File: src/ldc_cfg.svh
// Constants of the LED dimming controller: offsets, fields, reset values and timing.
`ifndef LDC_CFG_SVH
`define LDC_CFG_SVH
`define LDC_OFF_CTRL 8'h02
`define LDC_OFF_MODE 8'h03
`define LDC_OFF_DIS 8'h13
`define LDC_OFF_TON0 8'h04
`define LDC_OFF_STAT 8'h20
`define LDC_OFF_DAC 8'h21
`define LDC_CTRL_ENA 7
`define LDC_CTRL_PHASE_SHIFT_ENABLE 6
`define LDC_MODE_EXT 0
`define LDC_MODE_HYB 1
`define LDC_MODE_THR 2
`define LDC_RST_CTRL 8'h00
`define LDC_RST_MODE 8'h01
`define LDC_RST_DIS 8'h00
`define LDC_CLK_MHZ 100
`define LDC_TICK_MHZ 20
`define LDC_TICK_DIV (`LDC_CLK_MHZ / `LDC_TICK_MHZ)
`define LDC_TICK_NS 50
`define LDC_MIN_ON_NS 500
`define LDC_MIN_ON_TICKS ((`LDC_MIN_ON_NS + `LDC_TICK_NS - 1) / `LDC_TICK_NS)
`define LDC_LD_ENTER_US 50
`define LDC_LD_EXIT_US 51
`define LDC_LD_ENTER_TICKS (`LDC_LD_ENTER_US * 1000 / `LDC_TICK_NS)
`define LDC_LD_EXIT_TICKS ((`LDC_LD_EXIT_US * 1000 + `LDC_TICK_NS - 1) / `LDC_TICK_NS)
`define LDC_DIM_MIN_HZ 100
`define LDC_MAX_PER_TICKS (`LDC_TICK_MHZ * 1000000 / `LDC_DIM_MIN_HZ)
`define LDC_REFRESH_MS 10
`define LDC_REFRESH_CYCLES (`LDC_REFRESH_MS * 1000 * `LDC_CLK_MHZ)
`define LDC_DAC_STEP_UV 2500
`define LDC_REF_MIN_MV 600
`define LDC_REF_MAX_MV 1250
`define LDC_DAC_MIN (`LDC_REF_MIN_MV * 1000 / `LDC_DAC_STEP_UV)
`define LDC_DAC_MAX_RAW (`LDC_REF_MAX_MV * 1000 / `LDC_DAC_STEP_UV)
`define LDC_ADDR_A 7'h60
`define LDC_ADDR_B 7'h66
`define LDC_PWM_PERIOD_TICKS 100000
`endif

File: src/ldc_pkg.sv
// Types shared by the LED dimming controller.
package ldc_pkg;
  typedef struct packed {
    logic wr;
    logic rd;
    logic [7:0] addr;
    logic [7:0] wdata;
  } ldc_reg_req_s;
  typedef enum logic [1:0] {
    LDC_M_IDLE = 2'b00,
    LDC_M_ARM = 2'b01,
    LDC_M_LOCK = 2'b10
  } ldc_meas_e;
endpackage

File: src/ldc_dimming_core.sv
// Six-channel LED dimming controller: PWM, hybrid, phase shift, fail-safe and reference DAC.
//
// What this block does
// - 8-bit reference code, clamped to 240-255 (0.6-0.6375V).
// - Fail-safe pin with enable forces everything on.
// - Fail-safe release applies registers next cycle.
// - Latch sink current and address at power-up.
// - External select takes dim pin, sampled 20MHz.
// - Internal on-time is 18 bits of 50ns.
// - Nonzero on-time below minimum gives 500ns.
// - Over-period is 100%, zero is off.
// - Measure dim frequency once after enable.
// - Hybrid reduces current, then chops below crossover.
// - Hybrid source is dim duty or on-time.
// - Low-dim below 50us, leave above 51us.
// - Normal mode switches only while dimming high.
// - Low-dim suspends sink monitoring, not boost monitor.
// - Per-channel low-dim; any forces continuous boost.
// - Phase shift spreads strings by enabled count, internal only.
// - Zero on-time turns string off, internal non-hybrid only.
// - Reference counter steps on dim edges (external), period starts (internal), or 10ms.
// - Enable bit starts boost; toggle restarts.
`timescale 1ns/100ps
`include "ldc_cfg.svh"
`default_nettype none
module ldc_dimming_core import ldc_pkg::*; #(
  parameter int unsigned CH = 6,
  parameter int unsigned PWM_PERIOD_TICKS = `LDC_PWM_PERIOD_TICKS,
  parameter int unsigned REFRESH_CYCLES = `LDC_REFRESH_CYCLES
) (
  // Clock and reset.
  input wire logic mclk_in,
  input wire logic resetn_in,
  // Register port from the serial interface.
  input wire ldc_reg_req_s reg_req_in,
  output logic [7:0] reg_rdata_out,
  // Pins and analog status.
  input wire logic dim_pin_in,
  input wire logic failsafe_pin_in,
  input wire logic device_en_in,
  input wire logic [3:0] failsafe_code_in,
  input wire logic headroom_low_in,
  input wire logic headroom_high_in,
  // Sink and converter control.
  output logic [CH-1:0] sink_on_out,
  output logic [17:0] hybrid_level_out,
  output logic [7:0] dac_code_out,
  output logic boost_on_out,
  output logic boost_switch_out,
  output logic boost_restart_out,
  output logic low_dim_out,
  output logic short_detect_en_out,
  output logic sink_monitor_en_out,
  output logic boost_monitor_en_out,
  // Power-up straps.
  output logic [1:0] failsafe_current_out,
  output logic failsafe_avail_out,
  output logic [6:0] slave_addr_out
);
  localparam logic [17:0] PER = 18'(PWM_PERIOD_TICKS);
  localparam logic [17:0] MIN_ON = 18'(`LDC_MIN_ON_TICKS);
  localparam logic [17:0] MAX_PER = 18'(`LDC_MAX_PER_TICKS);
  localparam logic [7:0] DAC_MIN = 8'(`LDC_DAC_MIN);
  localparam logic [7:0] DAC_MAX = (`LDC_DAC_MAX_RAW > 255) ? 8'hFF : 8'(`LDC_DAC_MAX_RAW);
  localparam logic [2:0] TDIV = 3'(`LDC_TICK_DIV);
  localparam int MIN_CLKS = `LDC_MIN_ON_TICKS * `LDC_TICK_DIV;

  logic [6:0] sync1_q, sync2_q;
  logic [2:0] tdiv_q;
  logic tick, dim_s, fs_s, en_s, dim_prev_q, rise, fall;
  logic [7:0] ctrl_q, mode_q, dis_q, dac_q;
  logic [17:0] ton_q [CH];
  logic [17:0] cnt_q, mcnt_q, ext_per_q, hi_cnt_q, hi_q, period, thr, pwm_on, hy_ton;
  ldc_meas_e meas_q;
  logic ext, hyb, ena, ena_prev_q, fs_act, fs_hold_q, cyc_start, strap_done_q;
  logic [1:0] strap_cnt_q;
  logic [CH-1:0] ld_q, chan_on;
  logic [2:0] n_en;
  logic [17:0] step;
  logic [31:0] ref_cnt_q;
  logic upd;

  assign ext = mode_q[`LDC_MODE_EXT];
  assign hyb = mode_q[`LDC_MODE_HYB];
  assign ena = ctrl_q[`LDC_CTRL_ENA];

  // Pins cross in through two flops; only the second stage is read.
  always_ff @(posedge mclk_in or negedge resetn_in) begin
    if (!resetn_in) begin
      sync1_q <= 7'h00;
      sync2_q <= 7'h00;
    end else begin
      sync1_q <= {failsafe_code_in, device_en_in, failsafe_pin_in, dim_pin_in};
      sync2_q <= sync1_q;
    end
  end
  assign dim_s = sync2_q[0];
  assign fs_s = sync2_q[1];
  assign en_s = sync2_q[2];

  // The 20MHz sampling tick is an enable pulse every fifth clock.
  always_ff @(posedge mclk_in or negedge resetn_in) begin
    if (!resetn_in) begin
      tdiv_q <= 3'h0;
      dim_prev_q <= 1'b0;
    end else begin
      tdiv_q <= (tdiv_q == TDIV - 3'h1) ? 3'h0 : tdiv_q + 3'h1;
      if (tick) begin
        dim_prev_q <= dim_s;
      end
    end
  end
  assign tick = (tdiv_q == TDIV - 3'h1);
  assign rise = tick & dim_s & ~dim_prev_q;
  assign fall = tick & ~dim_s & dim_prev_q;

  // Straps are caught once, after the synchroniser has filled.
  always_ff @(posedge mclk_in or negedge resetn_in) begin
    if (!resetn_in) begin
      strap_cnt_q <= 2'h0;
      strap_done_q <= 1'b0;
      failsafe_current_out <= 2'h0;
      failsafe_avail_out <= 1'b0;
      slave_addr_out <= `LDC_ADDR_A;
    end else if (!strap_done_q) begin
      strap_cnt_q <= strap_cnt_q + 2'h1;
      if (strap_cnt_q == 2'h2) begin
        strap_done_q <= 1'b1;
        failsafe_avail_out <= (sync2_q[6:3] != 4'h0);
        failsafe_current_out <= 2'((sync2_q[6:3] - 4'h1) >> 1);
        slave_addr_out <= (sync2_q[3] || sync2_q[6:3] == 4'h0) ? `LDC_ADDR_A : `LDC_ADDR_B;
      end
    end
  end

  // Register writes; reads are returned from a flop one clock later.
  always_ff @(posedge mclk_in or negedge resetn_in) begin
    if (!resetn_in) begin
      ctrl_q <= `LDC_RST_CTRL;
      mode_q <= `LDC_RST_MODE;
      dis_q <= `LDC_RST_DIS;
      reg_rdata_out <= 8'h00;
    end else begin
      if (reg_req_in.wr) begin
        if (reg_req_in.addr == `LDC_OFF_CTRL) begin
          ctrl_q <= reg_req_in.wdata;
        end else if (reg_req_in.addr == `LDC_OFF_MODE) begin
          mode_q <= reg_req_in.wdata;
        end else if (reg_req_in.addr == `LDC_OFF_DIS) begin
          dis_q <= {2'b00, reg_req_in.wdata[5:0]};
        end
      end
      if (reg_req_in.rd) begin
        if (reg_req_in.addr == `LDC_OFF_CTRL) begin
          reg_rdata_out <= ctrl_q;
        end else if (reg_req_in.addr == `LDC_OFF_MODE) begin
          reg_rdata_out <= mode_q;
        end else if (reg_req_in.addr == `LDC_OFF_DIS) begin
          reg_rdata_out <= dis_q;
        end else if (reg_req_in.addr == `LDC_OFF_STAT) begin
          reg_rdata_out <= {5'h00, meas_q == LDC_M_LOCK, fs_hold_q, |ld_q};
        end else if (reg_req_in.addr == `LDC_OFF_DAC) begin
          reg_rdata_out <= dac_q;
        end else begin
          reg_rdata_out <= 8'h00;
        end
      end
    end
  end

  // Enable toggling restarts the converter after a latched fault.
  always_ff @(posedge mclk_in or negedge resetn_in) begin
    if (!resetn_in) begin
      ena_prev_q <= 1'b0;
    end else begin
      ena_prev_q <= ena;
    end
  end
  assign boost_restart_out = ena & ~ena_prev_q;

  // Dim frequency is learnt from the first two rising edges and then frozen.
  always_ff @(posedge mclk_in or negedge resetn_in) begin
    if (!resetn_in) begin
      meas_q <= LDC_M_IDLE;
      mcnt_q <= 18'h0;
      ext_per_q <= MAX_PER;
    end else if (!en_s) begin
      meas_q <= LDC_M_IDLE;
    end else begin
      case (meas_q)
        LDC_M_IDLE: begin
          mcnt_q <= 18'h0;
          if (rise) begin
            meas_q <= LDC_M_ARM;
          end
        end
        LDC_M_ARM: begin
          if (rise) begin
            ext_per_q <= (mcnt_q > MAX_PER) ? MAX_PER : mcnt_q + 18'h1;
            meas_q <= LDC_M_LOCK;
          end else if (tick && mcnt_q != 18'h3FFFF) begin
            mcnt_q <= mcnt_q + 18'h1;
          end
        end
        default: meas_q <= LDC_M_LOCK;
      endcase
    end
  end

  // High time of the dim pin, kept from the last completed pulse or the running count once it reaches the measured period.
  always_ff @(posedge mclk_in or negedge resetn_in) begin
    if (!resetn_in) begin
      hi_cnt_q <= 18'h0;
      hi_q <= 18'h0;
    end else if (rise) begin
      hi_cnt_q <= 18'h1;
    end else if (fall) begin
      hi_q <= hi_cnt_q;
    end else if (tick && dim_s && hi_cnt_q != 18'h3FFFF) begin
      hi_cnt_q <= hi_cnt_q + 18'h1;
      if (hi_cnt_q >= ext_per_q) begin
        hi_q <= hi_cnt_q;
      end
    end
  end

  // Period counter counts 50ns ticks and restarts at each boundary.
  assign period = ext ? ext_per_q : PER;
  assign cyc_start = ext ? rise : (tick && cnt_q >= PER - 18'h1);
  always_ff @(posedge mclk_in or negedge resetn_in) begin
    if (!resetn_in) begin
      cnt_q <= 18'h0;
    end else if (cyc_start) begin
      cnt_q <= 18'h0;
    end else if (tick && cnt_q != 18'h3FFFF) begin
      cnt_q <= cnt_q + 18'h1;
    end
  end

  // Hybrid: above the crossover only current falls, below it the current is held and chopped.
  assign hy_ton = ext ? hi_q : ton_q[0];
  assign thr = period >> (3'h4 - {1'b0, mode_q[`LDC_MODE_THR +: 2]});
  assign pwm_on = (hy_ton >= thr) ? period : 18'(hy_ton << (3'h4 - {1'b0, mode_q[`LDC_MODE_THR +: 2]}));
  always_ff @(posedge mclk_in or negedge resetn_in) begin
    if (!resetn_in) begin
      hybrid_level_out <= 18'h0;
    end else begin
      hybrid_level_out <= !hyb ? period : ((hy_ton >= thr) ? hy_ton : thr);
    end
  end

  // Strings are disabled from the top, so the enabled count sets the phase step.
  assign n_en = 3'(CH) - 3'($countones(dis_q[CH-1:0]));
  always_comb begin
    case (n_en)
      3'h2: step = PER / 18'h2;
      3'h3: step = PER / 18'h3;
      3'h4: step = PER / 18'h4;
      3'h5: step = PER / 18'h5;
      3'h6: step = PER / 18'h6;
      default: step = 18'h0;
    endcase
  end

  // Per-channel pulse and low-dim logic.
  genvar c;
  generate
    for (c = 0; c < CH; c++) begin : g_ch
      logic [17:0] on_t, on_eff, offs, pc, eon;
      assign on_t = hyb ? pwm_on : ton_q[c];
      assign on_eff = (on_t != 18'h0 && on_t < MIN_ON) ? MIN_ON : on_t;
      assign offs = (ctrl_q[`LDC_CTRL_PHASE_SHIFT_ENABLE] && !ext) ? 18'(step * 18'(c)) : 18'h0;
      assign pc = (cnt_q >= offs) ? cnt_q - offs : 18'(cnt_q + PER - offs);
      assign eon = (ext && !hyb) ? hi_q : on_eff;
      always_comb begin
        if (dis_q[c]) begin
          chan_on[c] = 1'b0;
        end else if (ext && !hyb) begin
          chan_on[c] = dim_s;
        end else if (on_t == 18'h0) begin
          chan_on[c] = 1'b0;
        end else begin
          chan_on[c] = (on_t >= period) || (pc < on_eff);
        end
      end
      always_ff @(posedge mclk_in or negedge resetn_in) begin
        if (!resetn_in) begin
          ton_q[c] <= 18'h0;
          ld_q[c] <= 1'b0;
        end else begin
          if (reg_req_in.wr && reg_req_in.addr == `LDC_OFF_TON0 + 8'(3 * c)) begin
            ton_q[c][7:0] <= reg_req_in.wdata;
          end
          if (reg_req_in.wr && reg_req_in.addr == `LDC_OFF_TON0 + 8'(3 * c + 1)) begin
            ton_q[c][15:8] <= reg_req_in.wdata;
          end
          if (reg_req_in.wr && reg_req_in.addr == `LDC_OFF_TON0 + 8'(3 * c + 2)) begin
            ton_q[c][17:16] <= reg_req_in.wdata[1:0];
          end
          if (cyc_start) begin
            if (eon < 18'(`LDC_LD_ENTER_TICKS)) begin
              ld_q[c] <= ~dis_q[c];
            end else if (eon > 18'(`LDC_LD_EXIT_TICKS)) begin
              ld_q[c] <= 1'b0;
            end
          end
        end
      end
    end
  endgenerate

  // Fail-safe override holds until a cycle boundary after the pin drops.
  assign fs_act = fs_s & ena & failsafe_avail_out;
  always_ff @(posedge mclk_in or negedge resetn_in) begin
    if (!resetn_in) begin
      fs_hold_q <= 1'b0;
      sink_on_out <= '0;
    end else begin
      if (fs_act) begin
        fs_hold_q <= 1'b1;
      end else if (cyc_start) begin
        fs_hold_q <= 1'b0;
      end
      sink_on_out <= fs_hold_q ? '1 : (ena ? chan_on : '0);
    end
  end

  // Converter mode: continuous while any string is in low-dim.
  assign low_dim_out = |ld_q;
  assign boost_on_out = ena | fs_hold_q;
  assign boost_switch_out = boost_on_out & (low_dim_out | fs_hold_q | (|sink_on_out));
  assign short_detect_en_out = ~low_dim_out;
  assign sink_monitor_en_out = ~low_dim_out;
  assign boost_monitor_en_out = 1'b1;

  // Reference counter steps on each dim edge in external mode or each period start in internal mode, or after 10ms with neither.
  assign upd = (ext ? (rise | fall) : cyc_start) || (ref_cnt_q >= REFRESH_CYCLES - 1);
  always_ff @(posedge mclk_in or negedge resetn_in) begin
    if (!resetn_in) begin
      ref_cnt_q <= 32'h0;
      dac_q <= DAC_MIN;
    end else begin
      ref_cnt_q <= upd ? 32'h0 : ref_cnt_q + 32'h1;
      if (upd && headroom_low_in && dac_q < DAC_MAX) begin
        dac_q <= dac_q + 8'h01;
      end else if (upd && headroom_high_in && !headroom_low_in && dac_q > DAC_MIN) begin
        dac_q <= dac_q - 8'h01;
      end
    end
  end
  assign dac_code_out = dac_q;

  // Checks.
  logic [15:0] hw_cnt_q;
  always_ff @(posedge mclk_in or negedge resetn_in) begin
    if (!resetn_in) begin
      hw_cnt_q <= 16'h0;
    end else begin
      hw_cnt_q <= sink_on_out[0] ? hw_cnt_q + 16'h1 : 16'h0;
    end
  end
endmodule
`default_nettype wire

File: config.mk
export PLATFORM = sky130hd
export DESIGN_NAME = ldc_dimming_core
export DESIGN_NICKNAME = d
export VERILOG_FILES = /design/src/ldc_pkg.sv /design/src/ldc_dimming_core.sv
export VERILOG_INCLUDE_DIRS = /design/src
export SDC_FILE = /design/constraint.sdc
export NUM_CORES = 2
export LEC_CHECK = 0
export ABC_AREA = 1
export ABC_CLOCK_PERIOD_IN_PS = 12500
export BUFFER_PORTS_ARGS = -buffer_cell sky130_fd_sc_hd__clkbuf_2
export CORE_UTILIZATION = 70
export CTS_BUF_LIST = sky130_fd_sc_hd__clkbuf_4
export CTS_CLUSTER_DIAMETER = 60
export CTS_CLUSTER_SIZE = 20
export DETAILED_ROUTE_END_ITERATION = 10
export PLACE_DENSITY_LB_ADDON = 0.08
export SYNTH_ARGS = -nofsm -noshare
export SYNTH_HDL_FRONTEND = slang
export SYNTH_SLANG_ARGS = --single-unit
File: constraint.sdc
create_clock -name mclk_in -period 12.5 [get_ports mclk_in]
set_input_delay 2.5 -clock mclk_in [delete_from_list [all_inputs] [get_ports mclk_in]]
set_output_delay 2.5 -clock mclk_in [all_outputs]
set_load 0.02 [all_outputs]
==> flow_metrics.py <==
metrics = {
    "final_layout": {
        "area_growth_pct": 4.259,
        "drive_gt1_share_pct": 6.249,
        "layout.nets": 5156,
        "fin_area_sq_um": 33420,
        "final_common_cell": "nand2_1",
        "final_cell_mix": "1126 x nand2_1, 603 x inv_1, 449 x o21ai_0",
    },
    "detailed_routing": {
        "routed_wl_microns": 111900,
        "postRouteAntennaNets": 0,
        "wl_per_cell_microns": 21.01,
        "drt_first_pass_iters": 8,
        "drt_iter0_drc": 4313,
        "drc": 0,
        "route.vias.total": 33555,
        "via_per_inst": 6.304,
    },
    "global_routing": {
        "first_global_vias": 30557,
        "grt_pass1_wl_microns": 170700,
        "grt_max_degree": 185,
        "antenna_found_initial": 2,
        "grt_overflow": 0,
        "grt.total_usage_pct": 47.22,
    },
    "pwr": {
        "power_density_nw_per_um2": 157.4,
        "finalPower_uw": 5259,
        "vdd_drop_max_uv": 148.2,
        "p_leak_uw": 0.01756,
    },
    "synthesis": {
        "ys_seq_area_share_pct": 25.57,
        "synth.cell_area_sq_um": 32050,
        "synth-edff-count": 0,
        "ys_ff_latch": 327,
        "async_flop_share_pct": 100.0,
        "yosys_warnings": 0,
        "synth.avg_cell_area_sq_um": 6.860,
        "synth_ff_type": "dfrtp_1",
        "syn_inst": 4672,
        "netlist-cell-type-count": 65,
    },
    "timing": {
        "hold_slack_ps": 383.3,
        "post-route-min-period_ps": 9217,
        "hold_viol_final": 0,
        "finalSetupViolations": 0,
        "rsz0062_at_grt": "false",
        "worst_pin_slew_ps": 1330,
        "period_share_pct": 73.73,
        "slew-limit-headroom_pct": 10.41,
        "tns_ps": 0,
        "clock_skew_ps": 93.92,
        "fmax_mhz": 108.5,
        "drv_slew": 0,
    },
    "cts": {
        "cts.sinks": 327,
        "cts.repair.resized": 0,
        "cts_max_path_buffers": 3,
        "cts_setup_buffers": 0,
        "postCtsHoldBufs": 0,
        "cts.clk_slew.worst_paths_ps": 210,
        "htree_levels": 1,
        "worstSkewPairLatency_ps": 920,
        "numCtsBuffers": 29,
        "tritoncts": "built",
        "cts_root_buffer": "clkbuf_4",
    },
    "place": {
        "portBuffers": 79,
        "place_hpwl_microns": 88310,
        "routabilityCongestion": 1.074,
        "dpl_cell_area_sq_um": 32940,
    },
    "critical_path": {
        "critical_path_class": "register to register",
        "slowest_delay_ps": 600,
        "slowest_stage": "fa_1",
        "startpoint_type": "register",
        "timing.critical_path.mode_cell": "nand2_1",
        "cp.required_ps": 13250,
        "end_kind": "register",
        "critPathMaxFanout": 12,
        "crit_arrival_ps": 9960,
    },
    "floorplan": {
        "dieArea_sq_um": 46650,
        "io_pins": 86,
        "die_width_microns": 216.0,
        "rows": 78,
        "start_util_pct": 70.78,
        "core-area_sq_um": 45280,
        "fp.dieH_microns": 216.0,
    },
    "outcome": {
        "status": "complete, no violations",
    },
    "worst_hold_path": {
        "min_path_type": "register to register",
    },
    "flow_run": {
        "drv_cap": 0,
    },
}
-- routing by layer --
layer | GRT usage (%) | up-vias | routed length, microns
li1 | - | 15647 | -
met1 | 60.42 | 15217 | 42130
met2 | 74.23 | 2192 | 48500
met3 | 8.288 | 499 | 12710
met4 | 29.48 | 0 | 8523
met5 | 0 | - | 0
-- stage by stage --
stage          util, %  cells  setup slack, ps
2_1_floorplan        -   4688             5052
3_3_place_gp     72.73   5267             3772
3_5_place_dp     72.73   5267             3516
4_1_cts          73.78   5321             3404
5_1_grt          73.80   5323             2516
6_report         73.80   5323             3283
-- critical path, delay by kind of cell, from the launching register on --
kind                     cells  cell delay [ps]
adder cells (fa/ha/maj)      8             2990
flip-flops                   1              420
AND/OR/NAND/NOR             25             3510
buffers and inverters        7              870
AO/OA/AOI/OAI                9             1240
-- state kept, by name, indices dropped and copies added, names as in the netlist, 18 cells and up --
name / count
mcnt_q: 18
ext_per_q: 18
ton_q: 108
ref_cnt_q: 32
hi_cnt_q: 18
hi_q: 18
cnt_q: 18
hybrid_level_out: 18
-- cell type report --
| class | instances | area (sq um) |
|---|---|---|
| Multi-Input combinational cell | 3607 | 21010 |
| Fill cell | 3702 | 11870 |
| Sequential cell | 327 | 8200 |
| Inverter | 628 | 2357 |
| Tap cell | 600 | 750.7 |
| Timing Repair Buffer | 105 | 613.1 |
| Clock buffer | 37 | 277.8 |
| Clock inverter | 17 | 198.9 |
| Antenna cell | 2 | 5.005 |
-- Yosys cell counts (all sizes together) (38+ instances only) --
cell / number / area share [%]
nand2: 1147 / 14
dfrtp: 316 / 25
nor2: 390 / 4.8
a21oi: 339 / 5.4
nand4: 74 / 1.4
o21ai: 485 / 7.6
nand3: 269 / 4.7
nor3: 49 / 0.77
xor2: 94 / 2.6
ha: 420 / 16
inv: 617 / 7.2
clkbuf: 88 / 1.0
buf: 38 / 0.71
-- worst paths after layout --
kind	startpoint	end	slack, ps	depth (start not counted)
max	dis_q[0]	sink_on_out[5]	3280	49
min	sync1_q[0]	sync2_q[0]	380	0
max reg2reg	dis_q[0]	sink_on_out[5]	3280	49
min reg2reg	sync1_q[0]	sync2_q[0]	380	0
max in group asynchronous	resetn_in	ton_q[96]	9330	2
min in group asynchronous	resetn_in	cnt_q[15]	1600	1
-- power breakdown --
part | leakage (uW) | internal, uW | total, uW | switching [uW]
logic | 0.0130 | 1210 | 3470 | 2260
clock network | 0.000260 | 167 | 589 | 421
registers | 0.00428 | 1130 | 1200 | 68.6
total | 0.0176 | 2510 | 5260 | 2750
-- kinds of logic after synthesis --
group           synth area share [%]
other cells                  0.02343
xor+xnor                       3.498
fa+ha+maj                      16.96
mux                           0.4060
simple gates                   26.90
flops                          25.57
compound gates                 17.55
buf+inv                        9.092
No activity file was read; power rests on OpenSTA's default activity.
